[src/lsd_consts.svh]
// constants for the led sink command, setup and detection block
`ifndef LSD_CONSTS_SVH
`define LSD_CONSTS_SVH
`define LSD_SETUP_RESET      16'h716B
`define LSD_RSVD_HI_MSB      15
`define LSD_RSVD_HI_LSB      14
`define LSD_DMODE_MSB        13
`define LSD_DMODE_LSB        12
`define LSD_CHECK_MSB        9
`define LSD_CHECK_LSB        6
`define LSD_CHECK_VAL        4'h5
`define LSD_GAIN_MSB         5
`define LSD_GAIN_LSB         0
`define LSD_DMODE_FIXED      2'h3
`define LSD_DMODE_GATED      2'h2
`define LSD_CMD_LATCH        3'h0
`define LSD_CMD_DETECT       3'h1
`define LSD_CMD_WRITE        3'h4
`define LSD_CMD_READ         3'h5
`define LSD_CNT_MAX          3'h7
`define LSD_DETECT_TIME_NS   700
`define LSD_CLK_PERIOD_NS    4
`define LSD_DETECT_CYCLES    (`LSD_DETECT_TIME_NS / `LSD_CLK_PERIOD_NS)
`endif

[src/lsd_pkg.sv]
// types for the led sink command, setup and detection block
package lsd_pkg;
  typedef enum logic [2:0] {
    LSD_IDLE  = 3'b001,
    LSD_FIXED = 3'b010,
    LSD_GATED = 3'b100
  } lsd_state_t;
  typedef struct packed {
    logic serial_in_line;
    logic latch_strobe;
    logic shift_edge;
    logic out_gate_n;
  } lsd_ctrl_t;
endpackage

[src/lsd_core.sv]
// serial command decoder, setup register and open-circuit detection
`timescale 1ns/1ps
`include "lsd_consts.svh"
// Overview of operation
// - setup word resets to 716B.
// - setup bits 13:12 pick fixed 700ns or gate-window detection.
// - setup write takes effect only when bits 9:6 equal 0101.
// - setup bits 5:0 are the six-bit current gain, default 101011.
// - zero edges during strobe: strobe fall latches shift register.
// - one edge during strobe: strobe fall starts one detection.
// - four edges: strobe fall moves shift register into setup word.
// - five edges: setup word is shifted out msb first.
// - two, three or over five edges do nothing.
// - error flag is 0 for open circuit, else 1.
// - error flags shift out while new data shifts in.
// - fixed mode loads result 700ns after strobe fall.
// - invalid detection leaves every flag at 1.
// - gate mode window ends at gate rise; gate low throughout.
// - during detection all outputs turn on at small current.
// - one detection result is presented only once.
// - sixteen-bit shift register, last stage drives serial output outside readback.
// - outside detection, channel sinks only with gate low and latch bit 1.
module lsd_core #(
  parameter int WIDTH = 16
) (
  input  wire logic               clk_sys,
  input  wire logic               rst_n,
  input  wire logic               clk_en,
  input  wire lsd_pkg::lsd_ctrl_t ctrl,
  input  wire logic [WIDTH-1:0]   open_found,
  output logic                    serial_out_line,
  output logic [WIDTH-1:0]        channel_on,
  output logic                    detect_on,
  output logic [15:0]             setup_word,
  output logic [5:0]              gain_code
);
  import lsd_pkg::*;

  localparam logic [9:0] DET_CYC = 10'(`LSD_DETECT_CYCLES);

  // ****************************************
  // edge detection and command count
  // ****************************************
  logic             strobe_d_reg;
  logic             gate_d_reg;
  logic [2:0]       edge_cnt_reg;
  logic [WIDTH-1:0] shift_reg;
  logic [WIDTH-1:0] latch_reg;
  logic [15:0]      setup_reg;
  lsd_state_t       state_reg;
  logic [9:0]       timer_reg;
  logic             valid_reg;
  logic             readback_reg;
  logic [3:0]       rb_idx_reg;

  wire strobe_fall = strobe_d_reg & ~ctrl.latch_strobe;
  wire strobe_rise = ~strobe_d_reg & ctrl.latch_strobe;
  wire gate_rise   = ~gate_d_reg & ctrl.out_gate_n;

  function automatic logic is_cmd(input logic [2:0] cnt, input logic [2:0] code);
    is_cmd = (cnt == code);
  endfunction

  always_ff @(posedge clk_sys or negedge rst_n) begin
    if (!rst_n) begin
      strobe_d_reg <= 1'b0;
      gate_d_reg   <= 1'b1;
    end else if (clk_en) begin
      strobe_d_reg <= ctrl.latch_strobe;
      gate_d_reg   <= ctrl.out_gate_n;
    end
  end

  // saturating so long bursts never alias back to a valid command
  always_ff @(posedge clk_sys or negedge rst_n) begin
    if (!rst_n) begin
      edge_cnt_reg <= 3'h0;
    end else if (clk_en) begin
      if (strobe_rise) begin
        edge_cnt_reg <= ctrl.shift_edge ? 3'h1 : 3'h0;
      end else if (ctrl.latch_strobe && ctrl.shift_edge &&
                   edge_cnt_reg != `LSD_CNT_MAX) begin
        edge_cnt_reg <= edge_cnt_reg + 3'h1;
      end
    end
  end

  wire cmd_latch  = strobe_fall & is_cmd(edge_cnt_reg, `LSD_CMD_LATCH);
  wire cmd_detect = strobe_fall & is_cmd(edge_cnt_reg, `LSD_CMD_DETECT);
  wire cmd_write  = strobe_fall & is_cmd(edge_cnt_reg, `LSD_CMD_WRITE);
  wire cmd_read   = strobe_fall & is_cmd(edge_cnt_reg, `LSD_CMD_READ);
  // counts 2, 3 and above 5 fall through every decode

  // ****************************************
  // detection sequencer
  // ****************************************
  wire det_done_fixed = (state_reg == LSD_FIXED) && (timer_reg == DET_CYC - 10'h1);
  wire det_done_gated = (state_reg == LSD_GATED) && gate_rise;
  wire det_done       = det_done_fixed | det_done_gated;

  always_ff @(posedge clk_sys or negedge rst_n) begin
    if (!rst_n) begin
      state_reg <= LSD_IDLE;
      timer_reg <= 10'h0;
      valid_reg <= 1'b0;
    end else if (clk_en) begin
      case (state_reg)
        LSD_IDLE: begin
          timer_reg <= 10'h0;
          if (cmd_detect) begin
            if (setup_reg[`LSD_DMODE_MSB:`LSD_DMODE_LSB] == `LSD_DMODE_GATED) begin
              state_reg <= LSD_GATED;
              valid_reg <= ~ctrl.out_gate_n;
            end else begin
              state_reg <= LSD_FIXED;
              valid_reg <= ctrl.out_gate_n;
            end
          end
        end
        LSD_FIXED: begin
          timer_reg <= timer_reg + 10'h1;
          if (!ctrl.out_gate_n) valid_reg <= 1'b0;
          if (det_done) state_reg <= LSD_IDLE;
        end
        LSD_GATED: begin
          if (det_done) begin
            state_reg <= LSD_IDLE;
          end
        end
        default: state_reg <= LSD_IDLE;
      endcase
    end
  end

  assign detect_on = (state_reg != LSD_IDLE);

  // ****************************************
  // shift register, latch, setup word
  // ****************************************
  always_ff @(posedge clk_sys or negedge rst_n) begin
    if (!rst_n) begin
      shift_reg <= '0;
    end else if (clk_en) begin
      if (det_done) begin
        // flags load once; further shifting consumes them
        shift_reg <= valid_reg ? ~open_found : '1;
      end else if (ctrl.shift_edge && !ctrl.latch_strobe) begin
        shift_reg <= {shift_reg[WIDTH-2:0], ctrl.serial_in_line};
      end
    end
  end

  always_ff @(posedge clk_sys or negedge rst_n) begin
    if (!rst_n) begin
      latch_reg <= '0;
    end else if (clk_en && cmd_latch) begin
      latch_reg <= shift_reg;
    end
  end

  always_ff @(posedge clk_sys or negedge rst_n) begin
    if (!rst_n) begin
      setup_reg <= `LSD_SETUP_RESET;
    end else if (clk_en && cmd_write &&
                 shift_reg[`LSD_CHECK_MSB:`LSD_CHECK_LSB] == `LSD_CHECK_VAL) begin
      setup_reg <= shift_reg[15:0];
    end
  end

  // readback walks the setup word msb first on each shift edge
  always_ff @(posedge clk_sys or negedge rst_n) begin
    if (!rst_n) begin
      readback_reg <= 1'b0;
      rb_idx_reg   <= 4'hF;
    end else if (clk_en) begin
      if (cmd_read) begin
        readback_reg <= 1'b1;
        rb_idx_reg   <= 4'hF;
      end else if (strobe_rise || cmd_detect || det_done) begin
        readback_reg <= 1'b0;
      end else if (readback_reg && ctrl.shift_edge) begin
        if (rb_idx_reg == 4'h0) readback_reg <= 1'b0;
        rb_idx_reg <= rb_idx_reg - 4'h1;
      end
    end
  end

  always_ff @(posedge clk_sys or negedge rst_n) begin
    if (!rst_n) begin
      serial_out_line <= 1'b0;
    end else if (clk_en) begin
      serial_out_line <= readback_reg ? setup_reg[rb_idx_reg] : shift_reg[WIDTH-1];
    end
  end

  // ****************************************
  // outputs
  // ****************************************
  assign channel_on = detect_on ? '1 : (ctrl.out_gate_n ? '0 : latch_reg);
  assign setup_word = setup_reg;
  assign gain_code  = setup_reg[`LSD_GAIN_MSB:`LSD_GAIN_LSB];

  // ****************************************
  // checks
  // ****************************************
  property p_write_check;
    @(posedge clk_sys) disable iff (!rst_n)
    (clk_en && cmd_write && shift_reg[9:6] != 4'h5) |=> $stable(setup_reg);
  endproperty
  a_write_check: assert property (p_write_check) else $error("bad check bits updated setup");

  property p_write_ok;
    @(posedge clk_sys) disable iff (!rst_n)
    (clk_en && cmd_write && shift_reg[9:6] == 4'h5) |=> setup_reg == $past(shift_reg);
  endproperty
  a_write_ok: assert property (p_write_ok) else $error("setup write lost");

  property p_latch;
    @(posedge clk_sys) disable iff (!rst_n)
    (clk_en && cmd_latch) |=> latch_reg == $past(shift_reg);
  endproperty
  a_latch: assert property (p_latch) else $error("latch not loaded");

  property p_no_latch_other;
    @(posedge clk_sys) disable iff (!rst_n)
    (clk_en && strobe_fall && edge_cnt_reg != 3'h0) |=> $stable(latch_reg);
  endproperty
  a_no_latch_other: assert property (p_no_latch_other) else $error("latch changed");

  property p_detect_start;
    @(posedge clk_sys) disable iff (!rst_n)
    (clk_en && cmd_detect && state_reg == LSD_IDLE) |=> detect_on && channel_on == '1;
  endproperty
  a_detect_start: assert property (p_detect_start) else $error("detect not started");

  property p_suppress;
    @(posedge clk_sys) disable iff (!rst_n)
    (clk_en && det_done && !valid_reg) |=> shift_reg == '1;
  endproperty
  a_suppress: assert property (p_suppress) else $error("suppressed flags not all ones");

  property p_fixed_time;
    @(posedge clk_sys) disable iff (!rst_n)
    (state_reg == LSD_FIXED && timer_reg == 10'h0 && clk_en) |-> ##[1:300] state_reg == LSD_IDLE;
  endproperty
  a_fixed_time: assert property (p_fixed_time) else $error("fixed detect overran");

  property p_unused_counts;
    @(posedge clk_sys) disable iff (!rst_n)
    (clk_en && strobe_fall && (edge_cnt_reg == 3'h2 || edge_cnt_reg == 3'h3 ||
     edge_cnt_reg > 3'h5)) |=> $stable(setup_reg) && $stable(latch_reg);
  endproperty
  a_unused_counts: assert property (p_unused_counts) else $error("idle command acted");

  property p_gate;
    @(posedge clk_sys) disable iff (!rst_n)
    (!detect_on && ctrl.out_gate_n) |-> channel_on == '0;
  endproperty
  a_gate: assert property (p_gate) else $error("channel on with gate high");

  // ****************************************
  // checks on counter, shifter and readback
  // ****************************************
  // a shift edge on the strobe rise cycle counts as the first edge
  property p_cnt_clear;
    @(posedge clk_sys) disable iff (!rst_n)
    (clk_en && strobe_rise && !ctrl.shift_edge) |=> edge_cnt_reg == 3'h0;
  endproperty
  a_cnt_clear: assert property (p_cnt_clear) else $error("edge count not cleared");

  property p_cnt_up;
    @(posedge clk_sys) disable iff (!rst_n)
    (clk_en && ctrl.latch_strobe && ctrl.shift_edge && !strobe_rise &&
     edge_cnt_reg != `LSD_CNT_MAX) |=> edge_cnt_reg == $past(edge_cnt_reg) + 3'h1;
  endproperty
  a_cnt_up: assert property (p_cnt_up) else $error("edge not counted");

  // wrap back to a legal code would turn a long burst into a real command
  property p_cnt_sat;
    @(posedge clk_sys) disable iff (!rst_n)
    (clk_en && ctrl.latch_strobe && !strobe_rise &&
     edge_cnt_reg == `LSD_CNT_MAX) |=> edge_cnt_reg == `LSD_CNT_MAX;
  endproperty
  a_cnt_sat: assert property (p_cnt_sat) else $error("edge count wrapped");

  property p_shift;
    @(posedge clk_sys) disable iff (!rst_n)
    (clk_en && ctrl.shift_edge && !ctrl.latch_strobe && !det_done) |=>
      shift_reg == {$past(shift_reg[WIDTH-2:0]), $past(ctrl.serial_in_line)};
  endproperty
  a_shift: assert property (p_shift) else $error("shift register did not shift");

  property p_sout;
    @(posedge clk_sys) disable iff (!rst_n)
    (clk_en && !readback_reg) |=> serial_out_line == $past(shift_reg[WIDTH-1]);
  endproperty
  a_sout: assert property (p_sout) else $error("serial out not last stage");

  property p_readback_bit;
    @(posedge clk_sys) disable iff (!rst_n)
    (clk_en && readback_reg) |=> serial_out_line == $past(setup_reg[rb_idx_reg]);
  endproperty
  a_readback_bit: assert property (p_readback_bit) else $error("readback bit wrong");

  property p_read_start;
    @(posedge clk_sys) disable iff (!rst_n)
    (clk_en && cmd_read) |=> readback_reg && rb_idx_reg == 4'hF && $stable(setup_reg);
  endproperty
  a_read_start: assert property (p_read_start) else $error("readback not from msb");

  // ****************************************
  // checks on detection results and timing, and on enable freeze
  // ****************************************
  property p_flags;
    @(posedge clk_sys) disable iff (!rst_n)
    (clk_en && det_done && valid_reg) |=> shift_reg == ~$past(open_found);
  endproperty
  a_flags: assert property (p_flags) else $error("error flags not loaded");

  property p_gated_end;
    @(posedge clk_sys) disable iff (!rst_n)
    (clk_en && state_reg == LSD_GATED && gate_rise) |=> state_reg == LSD_IDLE;
  endproperty
  a_gated_end: assert property (p_gated_end) else $error("gate window did not close");

  property p_fixed_end;
    @(posedge clk_sys) disable iff (!rst_n)
    (clk_en && state_reg == LSD_FIXED && timer_reg == DET_CYC - 10'h1) |=> !detect_on;
  endproperty
  a_fixed_end: assert property (p_fixed_end) else $error("fixed window did not close");

  // the timer must restart from zero for every fixed detection
  property p_idle_timer;
    @(posedge clk_sys) disable iff (!rst_n)
    (clk_en && state_reg == LSD_IDLE) |=> timer_reg == 10'h0;
  endproperty
  a_idle_timer: assert property (p_idle_timer) else $error("timer not cleared");

  // a low enable must hold every piece of state, commands included
  property p_freeze;
    @(posedge clk_sys) disable iff (!rst_n)
    (!clk_en) |=> $stable(setup_reg) && $stable(latch_reg) && $stable(shift_reg) &&
      $stable(state_reg) && $stable(edge_cnt_reg);
  endproperty
  a_freeze: assert property (p_freeze) else $error("state moved while frozen");
endmodule

[config.mk]
export PLATFORM = sky130hd
export DESIGN_NAME = lsd_core
export DESIGN_NICKNAME = d
export VERILOG_FILES = /design/src/lsd_pkg.sv /design/src/lsd_core.sv
export VERILOG_INCLUDE_DIRS = /design/src
export SDC_FILE = /design/constraint.sdc
export NUM_CORES = 1
export LEC_CHECK = 0
export BUFFER_PORTS_ARGS = -buffer_cell sky130_fd_sc_hd__buf_2
export CAP_MARGIN = 20
export CORE_MARGIN = 4
export CORE_UTILIZATION = 44
export DETAILED_ROUTE_END_ITERATION = 6
export SKIP_LAST_GASP = 1
export SLEW_MARGIN = 25
export SYNTH_ARGS = -nofsm -noshare
export SYNTH_HDL_FRONTEND = slang
export SYNTH_SLANG_ARGS = --single-unit
[constraint.sdc]
create_clock -name clk_sys -period 2.19 [get_ports clk_sys]
set_input_delay 0.3285 -clock clk_sys [delete_from_list [all_inputs] [get_ports clk_sys]]
set_output_delay 0.3285 -clock clk_sys [all_outputs]
set_load 0.05 [all_outputs]
* After elaboration in Yosys (flattened, before gate mapping) *
Index checks and enable logic that the tools add are counted.

operators by class
  add/sub/neg operators = 3
  bitwise gates (word level) = 13
  equality and inequality tests = 15
  magnitude comparators = 1
  mux-type cells = 27
  reductions and logical operators = 28

operator list
  kind                                                  count
  two-way mux 16 bit                                    5
  one-hot mux 10 bit (2 select lines)                   1
  NOT 16 bit                                            1
  two-way mux 3 bit                                     5
  two-way mux 4 bit                                     3
  adder 10 x 1 -> 10 bit, second input constant         1
  equality test 10 x 8 -> 1 bit, second input constant  1
  two-way mux 1 bit                                     10
  equality test 3 bit, second input constant            3
  logical AND 1 bit                                     9
  AND reduction 3 bit                                   3
  nonzero test 2 bit                                    4
  AND 1 bit                                             7
  equality test 3 x 1 -> 1 bit, second input constant   2
  inequality test 2 bit, second input constant          3
  one-hot mux 3 bit (2 select lines)                    1
  AND reduction 2 bit                                   3
  nonzero test 3 bit                                    2
  < comparator 4 x 5 -> 1 bit, second input constant    1
  binary-select mux 1 bit (select 4 bit)                1
  equality test 4 x 3 -> 1 bit, second input constant   1
  zero test 4 bit                                       1
  NOT 1 bit                                             4
  AND reduction 4 bit                                   1
  other kinds (13)                                      14

word-level totals
  register bits after elaboration = 73
  input port bits = 23
  logic and storage cells = 99
  output and inout port bits = 40

* Logic depth before layout (Yosys ltp) *
Gate-level depths: netlist (run 1).

  depth in word-level cells = 7
  gate-level depth with buffers = 10
  depth with buffers taken out = 7

* Worst setup path after synthesis (run 1) *
OpenSTA, ideal clock, no wires.

  path type = reg2out
  start = reg state_reg[0]
  end = out channel_on[10]
  arrival time = 1892 ps
  stages on the path, launching flop included = 6
  required time = 1862 ps
  path buffers = 2
  slack = -30 ps
  cells stage by stage = dfstp_2 buf_4 nor2b_1 nor2b_1 buf_1 o21ai_0

on the way
  longest elaborated chain between the ends = 2

RTL lines
  element                         RTL line         text
  start: declaration              lsd_core.sv:50   lsd_state_t state_reg;
  start signal: assignment        lsd_core.sv:103  state_reg <= LSD_IDLE;
  start signal: assignment        lsd_core.sv:112  state_reg <= LSD_GATED;
  start signal: assignment        lsd_core.sv:115  state_reg <= LSD_FIXED;
  inequality test 3 x 1 -> 1 bit  lsd_core.sv:135  assign detect_on = (state_reg != LSD_IDLE);
  two-way mux 16 bit              lsd_core.sv:199  assign channel_on = detect_on ? '1 : (ctrl.out_gate_n ? '0 : latch_reg);
  end: declaration                lsd_core.sv:32   output logic [WIDTH-1:0] channel_on,

Every way passes these cells.

* Worst setup path in the final report (run 1) *
Ends and elaborated chain as after synthesis.

==> results of run 1 <==
## metrics by stage
stage | TNS (ns) | utilization (%) | worst slack, ns
after global routing | -0.0541 | 52.4 | -0.0214
after floorplan | -0.273 | - | -0.0304
after CTS | 0 | 52.3 | 0.0437
final | 0 | 52.4 | 0.113
after global placement | 0 | 49.5 | 0.161
after detailed placement | 0 | 49.5 | 0.185
## worst max-delay path, delay by kind of cell (launching register included)
family	cells	cell delay (ns)
compound gates	1	0.10
buf+inv	2	0.40
simple gates	2	0.31
flops	1	0.57
## cells in the mapped netlist, drive strengths merged, types with 7 or more instances
library cell   n
a21oi          7
and3          20
buf           22
clkbuf        10
dfrtp         58
dfstp         15
ha             7
inv           28
mux2          30
nand2         30
nand3          7
nor2          28
o21ai         30
o31ai         18
## cells by family (layout without fill, tap and decap cells)
family / after synthesis / count (layout) / share of synthesized area, %
AOI/OAI and AO/OA: 70 / 70 / 12.9
xor gates and xnor gates: 7 / 7 / 1.56
adders and majority gates: 7 / 7 / 2.23
buffers and inverters: 60 / 120 / 7.93
DFF: 73 / 73 / 47.0
muxes: 37 / 37 / 11.7
and+or+nand+nor: 123 / 123 / 16.7
## cell type report
type,instances,share of cell area (%)
Clock inverter,6,2.52
Tap cell,108,2.95
Inverter,28,2.30
Sequential cell,73,40.4
Multi-Input combinational cell,244,39.0
Timing Repair Buffer,76,10.0
Clock buffer,10,2.79
## power breakdown
part	switching, W	internal [W]	leakage [nW]
Sequential	0.000260	0.00159	0.933
Combinational	0.000407	0.000373	1.12
Clock	0.000534	0.000764	0.117
Total	0.00120	0.00273	2.17
## layer usage
metal	GRT usage, %	wire length (um)
met1	25.3	4330
met3	3.48	325
met4	6.36	121
met5	0	0
met2	26.7	3920
## worst paths after layout
check / from / endpoint / slack (ns) / cells past startpoint
max in group asynchronous: rst_n / setup_word[14] / 1.84 / 2
hold reg to reg: setup_word[6] / setup_word[6] / 0.51 / 1
hold / removal: rst_n / edge_cnt_reg[2] / 0.008 / 2
setup reg to reg: timer_reg[1] / shift_reg[8] / 0.21 / 7
setup / recovery: state_reg[0] / channel_on[10] / 0.11 / 5
min in group clk_sys: open_found[11] / shift_reg[11] / 0.30 / 3
## timing repair
item | in CTS | in global routing
gates resized for setup | 0 | 4
endpoints found under the setup margin | 0 | 20
endpoints found under the hold margin | 0 | 0
==> flow_summary_export.csv, run 1 <==
group,metric,value,unit
synthesis,synth-edff-count,0,
clocking,ctsRootBufferMaster,"clkbuf_8",
sta,min_period,2.08,ns
clocking,insertion_delay,0.34,ns
sta,worst_slew_pin_slew,0.618,ns
synthesis,synth_ff_type,"dfrtp_1",
pwr,total_power,0.00393,W
synthesis,synth.distinct_cells,52,
layout,layout_commonest_cell,"buf_2",
synthesis,yosysWarnings,0,
synthesis,avgSynthCellArea,10.4,um2
route,first_pass_iters,4,
placement,port_buffers,62,
clocking,h-tree-depth,3,
pwr,powerDensity,859,nW/um2
layout,antennaDiodeCount,0,
route,post_drt_via_cell_ratio,5.32,
global_route,first_global_vias,2851,
floorplanning,start_util,45.0,%
worst_setup_path,crit_slowest_cell,"dfstp_2",
worst_setup_path,endpoint_kind,"output pin",
layout,areaGrowthSynthToFinish,16.5,%
clocking,cts.sink_count,73,
route,drt-initial-drc-count,77,
placement,gp_congestion,0.766,
layout,num-fill-cells,812,
layout,nets,462,
sta,slew_headroom,58.8,%
placement,dpl.hpwl,6200,um
sta,hold_viol,0,
layout,regArea,1850,um2
synthesis,yosys-top-cells-area,"dfrtp_1 (37%), dfstp_2 (10%), mux2_2 (8.6%), o31ai_2 (4.1%), o21ai_0 (3.8%)",
floorplanning,fp.dieArea,10500,um2
global_route,grt_max_degree,74,
status,run_status,"complete, no violations",
global_route,antenna_found_initial,0,
route,routed_wirelength,8700,um
synthesis,synth_largest_area_cell,"dfrtp_1",
route,drc_errors,0,
worst_setup_path,worstSetupStartpointType,"flop",
worst_setup_path,arrival,1.75,ns
clocking,ctsLongestPathBuffers,2,
synthesis,synth_top_area_share,37.0,%
synthesis,syn_nets,407,
global_route,globalRouteTotalUtil,17.7,%
floorplanning,io-pin-count,63,
clocking,post-cts-setup-buffers,0,
floorplanning,rows,34,
pwr,p_leak,2.17,nW
worst_setup_path,critPathRequiredTime,1.86,ns
layout,layout_common_cells,"buf_2 (61), dfrtp_1 (58), o21ai_0 (30), mux2_2 (30), nand2_1 (30)",
run,drv_cap,0,
layout,final_area,4570,um2
synthesis,syn_area,3930,um2
placement,place_area,4320,um2
route,num_vias,2897,
layout,fin_cells,545,
pwr,ir_worst_vdd,0.369,mV
sta,setup_viol,0,
worst_setup_path,cp_max_fo,18,
sta,period_share,94.8,%
synthesis,synthArstFlopShare,100,%
worst_setup_path,crit_path_cell_trace,"nor2b_2, nor2b_1, buf_6, o21ai_0, buf_2",
floorplanning,die_w,102,um
synthesis,ys_seq_area_share,47.0,%
global_route,grt_pass1_wl,14300,um
min_path,hold_path_class,"input pin to asynchronous set/reset pin",
synthesis,ys_ff_latch,73,
sta,skew,0.0101,ns
route,detail_route.wl_per_cell,16.0,um
placement,placed_cells,529,
global_route,grt_overflow_total,0,
worst_setup_path,crit_type,"flop to output pin",
clocking,cts_buffers,9,
sta,rsz0062_at_grt,"yes",
clocking,path_clk_slew,0.08,ns
floorplanning,die-height,102,um
synthesis,synthCells,377,
worst_setup_path,cpPeakStageDelay,0.57,ns
route,drtAntennaViolNets,0,
sta,whs,0.00760,ns
clocking,cts_tree,"built",
sta,maxSlewViolCount,0,
clocking,ctsHoldBuffers,0,
layout,drive_gt1_share,36.2,%
layout,multiInputGateArea,1790,um2
floorplanning,core,8720,um2
sta,clock.fmax,481,MHz
(Power assumes the default switching activity.)
==> run 2: changes to the inputs <==
- ABC_AREA: default -> 1
==> run 2 against run 1 <==
Via count increased by 20%. Die area increased by 0.85%. Synthesized cell count increased by 41%. Combinational power increased to 2.8 times the previous value. Critical path type unchanged. Clock power decreased by 8%. Fmax decreased by 1.1%. Count of clock-buffer cells in the layout decreased by 1. Critical path depth unchanged. Sequential share of layout area increased by 0.26 points.
==> flow_summary_export.csv, run 2 <==
group,metric,value,unit
synthesis,yosys-top-cells-count,"nand2_1 (216), dfrtp_1 (58), o21ai_0 (55)",
worst_setup_path,arrival,1.77,ns
route,num_vias,3486,
run,drv_cap,0,
pwr,p_sw_share,45.0,%
global_route,grt_pass1_wl,15600,um
synthesis,yosysWarnings,0,
clocking,post_cts_resized,0,
status,run_status,"complete, no violations",
layout,nets,616,
worst_setup_path,cp_max_fo,10,
worst_setup_path,critPathBufInv,4,
route,routed_wirelength,9560,um
floorplanning,io-pin-count,63,
sta,whs,0.00993,ns
floorplanning,fp.dieArea,10600,um2
clocking,cts_buffers,9,
worst_setup_path,cpPeakStageDelay,0.55,ns
clocking,h-tree-depth,3,
global_route,antenna_found_initial,0,
synthesis,synthArstFlopShare,100,%
clocking,post-cts-setup-buffers,0,
global_route,grt_max_degree,74,
placement,port_buffers,62,
pwr,combPwrFrac,40.6,%
layout,antennaDiodeCount,0,
layout,final_area,4540,um2
worst_setup_path,crit_path_cell_trace,"inv_1, nor3_4, buf_4, inv_1, buf_2",
pwr,total_power,0.00539,W
floorplanning,core,8760,um2
sta,skew,0.00832,ns
route,drtAntennaViolNets,0,
placement,dpl.hpwl,6870,um
min_path,hold_path_class,"input pin to asynchronous set/reset pin",
pwr,p_switching,0.00243,W
route,drc_errors,0,
floorplanning,die-height,103,um
route,drt-initial-drc-count,160,
sta,min_period,2.10,ns
sta,setup_viol,0,
sta,slew_headroom,66.5,%
sta,rsz0062_at_grt,"no",
synthesis,synthCells,531,
synthesis,ys_seq_area_share,46.6,%
worst_setup_path,worst_r2r_startpoint,"timer_reg[0]",
sta,maxSlewViolCount,0,
global_route,first_global_vias,3118,
layout,drive_gt1_share,20.0,%
global_route,globalRouteTotalUtil,18.8,%
synthesis,syn_area,3960,um2
layout,layout_commonest_cell,"nand2_1",
worst_setup_path,path_delay_family,"buffers and inverters",
floorplanning,rows,34,
clocking,ctsLongestPathBuffers,2,
synthesis,synth_largest_area_cell,"dfrtp_1",
global_route,grt_overflow_total,0,
route,first_pass_iters,5,
pwr,seqPwrFrac,37.4,%
worst_setup_path,endpoint_kind,"output pin",
clocking,cts.sink_count,73,
route,detail_route.wl_per_cell,13.7,um
pwr,clkPwrFrac,22.0,%
worst_setup_path,worstSetupStartpointType,"flop",
synthesis,yosys-top-cells-area,"dfrtp_1 (37%), nand2_1 (20%), dfstp_2 (9.9%), o21ai_0 (6.9%), inv_1 (4.9%)",
sta,worst_slew_pin_slew,0.502,ns
layout,layout_common_cells,"nand2_1 (216), buf_2 (62), dfrtp_1 (58)",
clocking,ctsRootBufferMaster,"clkbuf_8",
synthesis,synth_ff_type,"dfrtp_1",
sta,hold_viol,0,
clocking,path_clk_slew,0.08,ns
sta,clock.fmax,476,MHz
synthesis,syn_nets,561,
worst_setup_path,cp_common_cell,"inv_1",
layout,areaGrowthSynthToFinish,14.7,%
pwr,p_leak,2.28,nW
sta,fin_setup_tns,0,ns
pwr,ir_worst_vdd,0.574,mV
route,post_drt_via_cell_ratio,4.99,
pwr,p_int,0.00296,W
synthesis,post-synth-top-count-cell,"nand2_1",
clocking,insertion_delay,0.34,ns
synthesis,ys_ff_latch,73,
clocking,cts_tree,"built",
pwr,powerDensity,1190,nW/um2
synthesis,synth.distinct_cells,33,
placement,gp_congestion,0.880,
worst_setup_path,critPathRequiredTime,1.86,ns
worst_setup_path,cp-startpoint,"state_reg[0]",
sta,worst_slack,0.0897,ns
synthesis,avgSynthCellArea,7.46,um2
sta,period_share,95.9,%
floorplanning,die_w,103,um
placement,place_area,4330,um2
worst_setup_path,crit_slowest_cell,"dfstp_2",
synthesis,synth_top_area_share,36.6,%
placement,dp_slack,0.291,ns
worst_setup_path,crit_type,"flop to output pin",
floorplanning,start_util,45.2,%
clocking,ctsHoldBuffers,0,
synthesis,synth-edff-count,0,
==> run 2: changes by cell type after synthesis, moves of 5 or more <==
cell / delta
o31ai_2: -13
nand3_1: +27
inv_1: +24
buf_6: -5
nand2b_1: -6
or2_2: +5
nand4_1: +8
mux2_2: -30
nand2_1: +186
o21ai_0: +25
and3_1: -20
==> run 2: through the flow <==
step	instances	utilization (%)
floorplan	531	-
CTS	699	51.9
finish	699	51.9
detailed placement	683	49.4
global route	699	51.9
global placement	683	49.4
==> run 2: cell type report <==
class                   count  area, um2
clock buffers               9        124
clock inverters             7       95.1
fillers                   862       4220
inverters                  55        206
multi-input cells         379       1770
flip-flops and latches     73       1850
well taps                 108        135
repair buffers             68        368
==> run 2: final timing paths <==
kind	slack [ns]	endpoint	depth (start not counted)
hold reg to reg	0.48	shift_reg[2]	2
setup / recovery	0.09	detect_on	5
max in group asynchronous	1.84	setup_word[0]	2
min in group clk_sys	0.26	strobe_d_reg	3
hold / removal	0.01	timer_reg[7]	2
setup reg to reg	0.27	shift_reg[1]	9
==> run 2: cell families after synthesis <==
kind of cell    Yosys count  synth area share, %
flops                    73                 46.6
simple gates            302                 32.6
fa+ha+maj                 7                 2.21
compound gates           66                 8.97
buf+inv                  79                 8.75
xor+xnor                  4                0.884
==> run 2: power groups by stage <==
stage,combinational [W],sequential [W],clock [W]
after detailed placement,0.00219,0.00204,0
after floorplan,0.00173,0.00196,0
after global routing,0.00242,0.00207,0.00126
after global placement,0.00218,0.00203,0
after CTS,0.00221,0.00202,0.00121
final,0.00219,0.00202,0.00119
==> run 2: routing by layer <==
layer  track usage [%]  share of wire (%)
met1              28.8                 50
met2              27.4                 44
met3              2.64                4.5
met4              6.18                1.4
met5                 0                  0
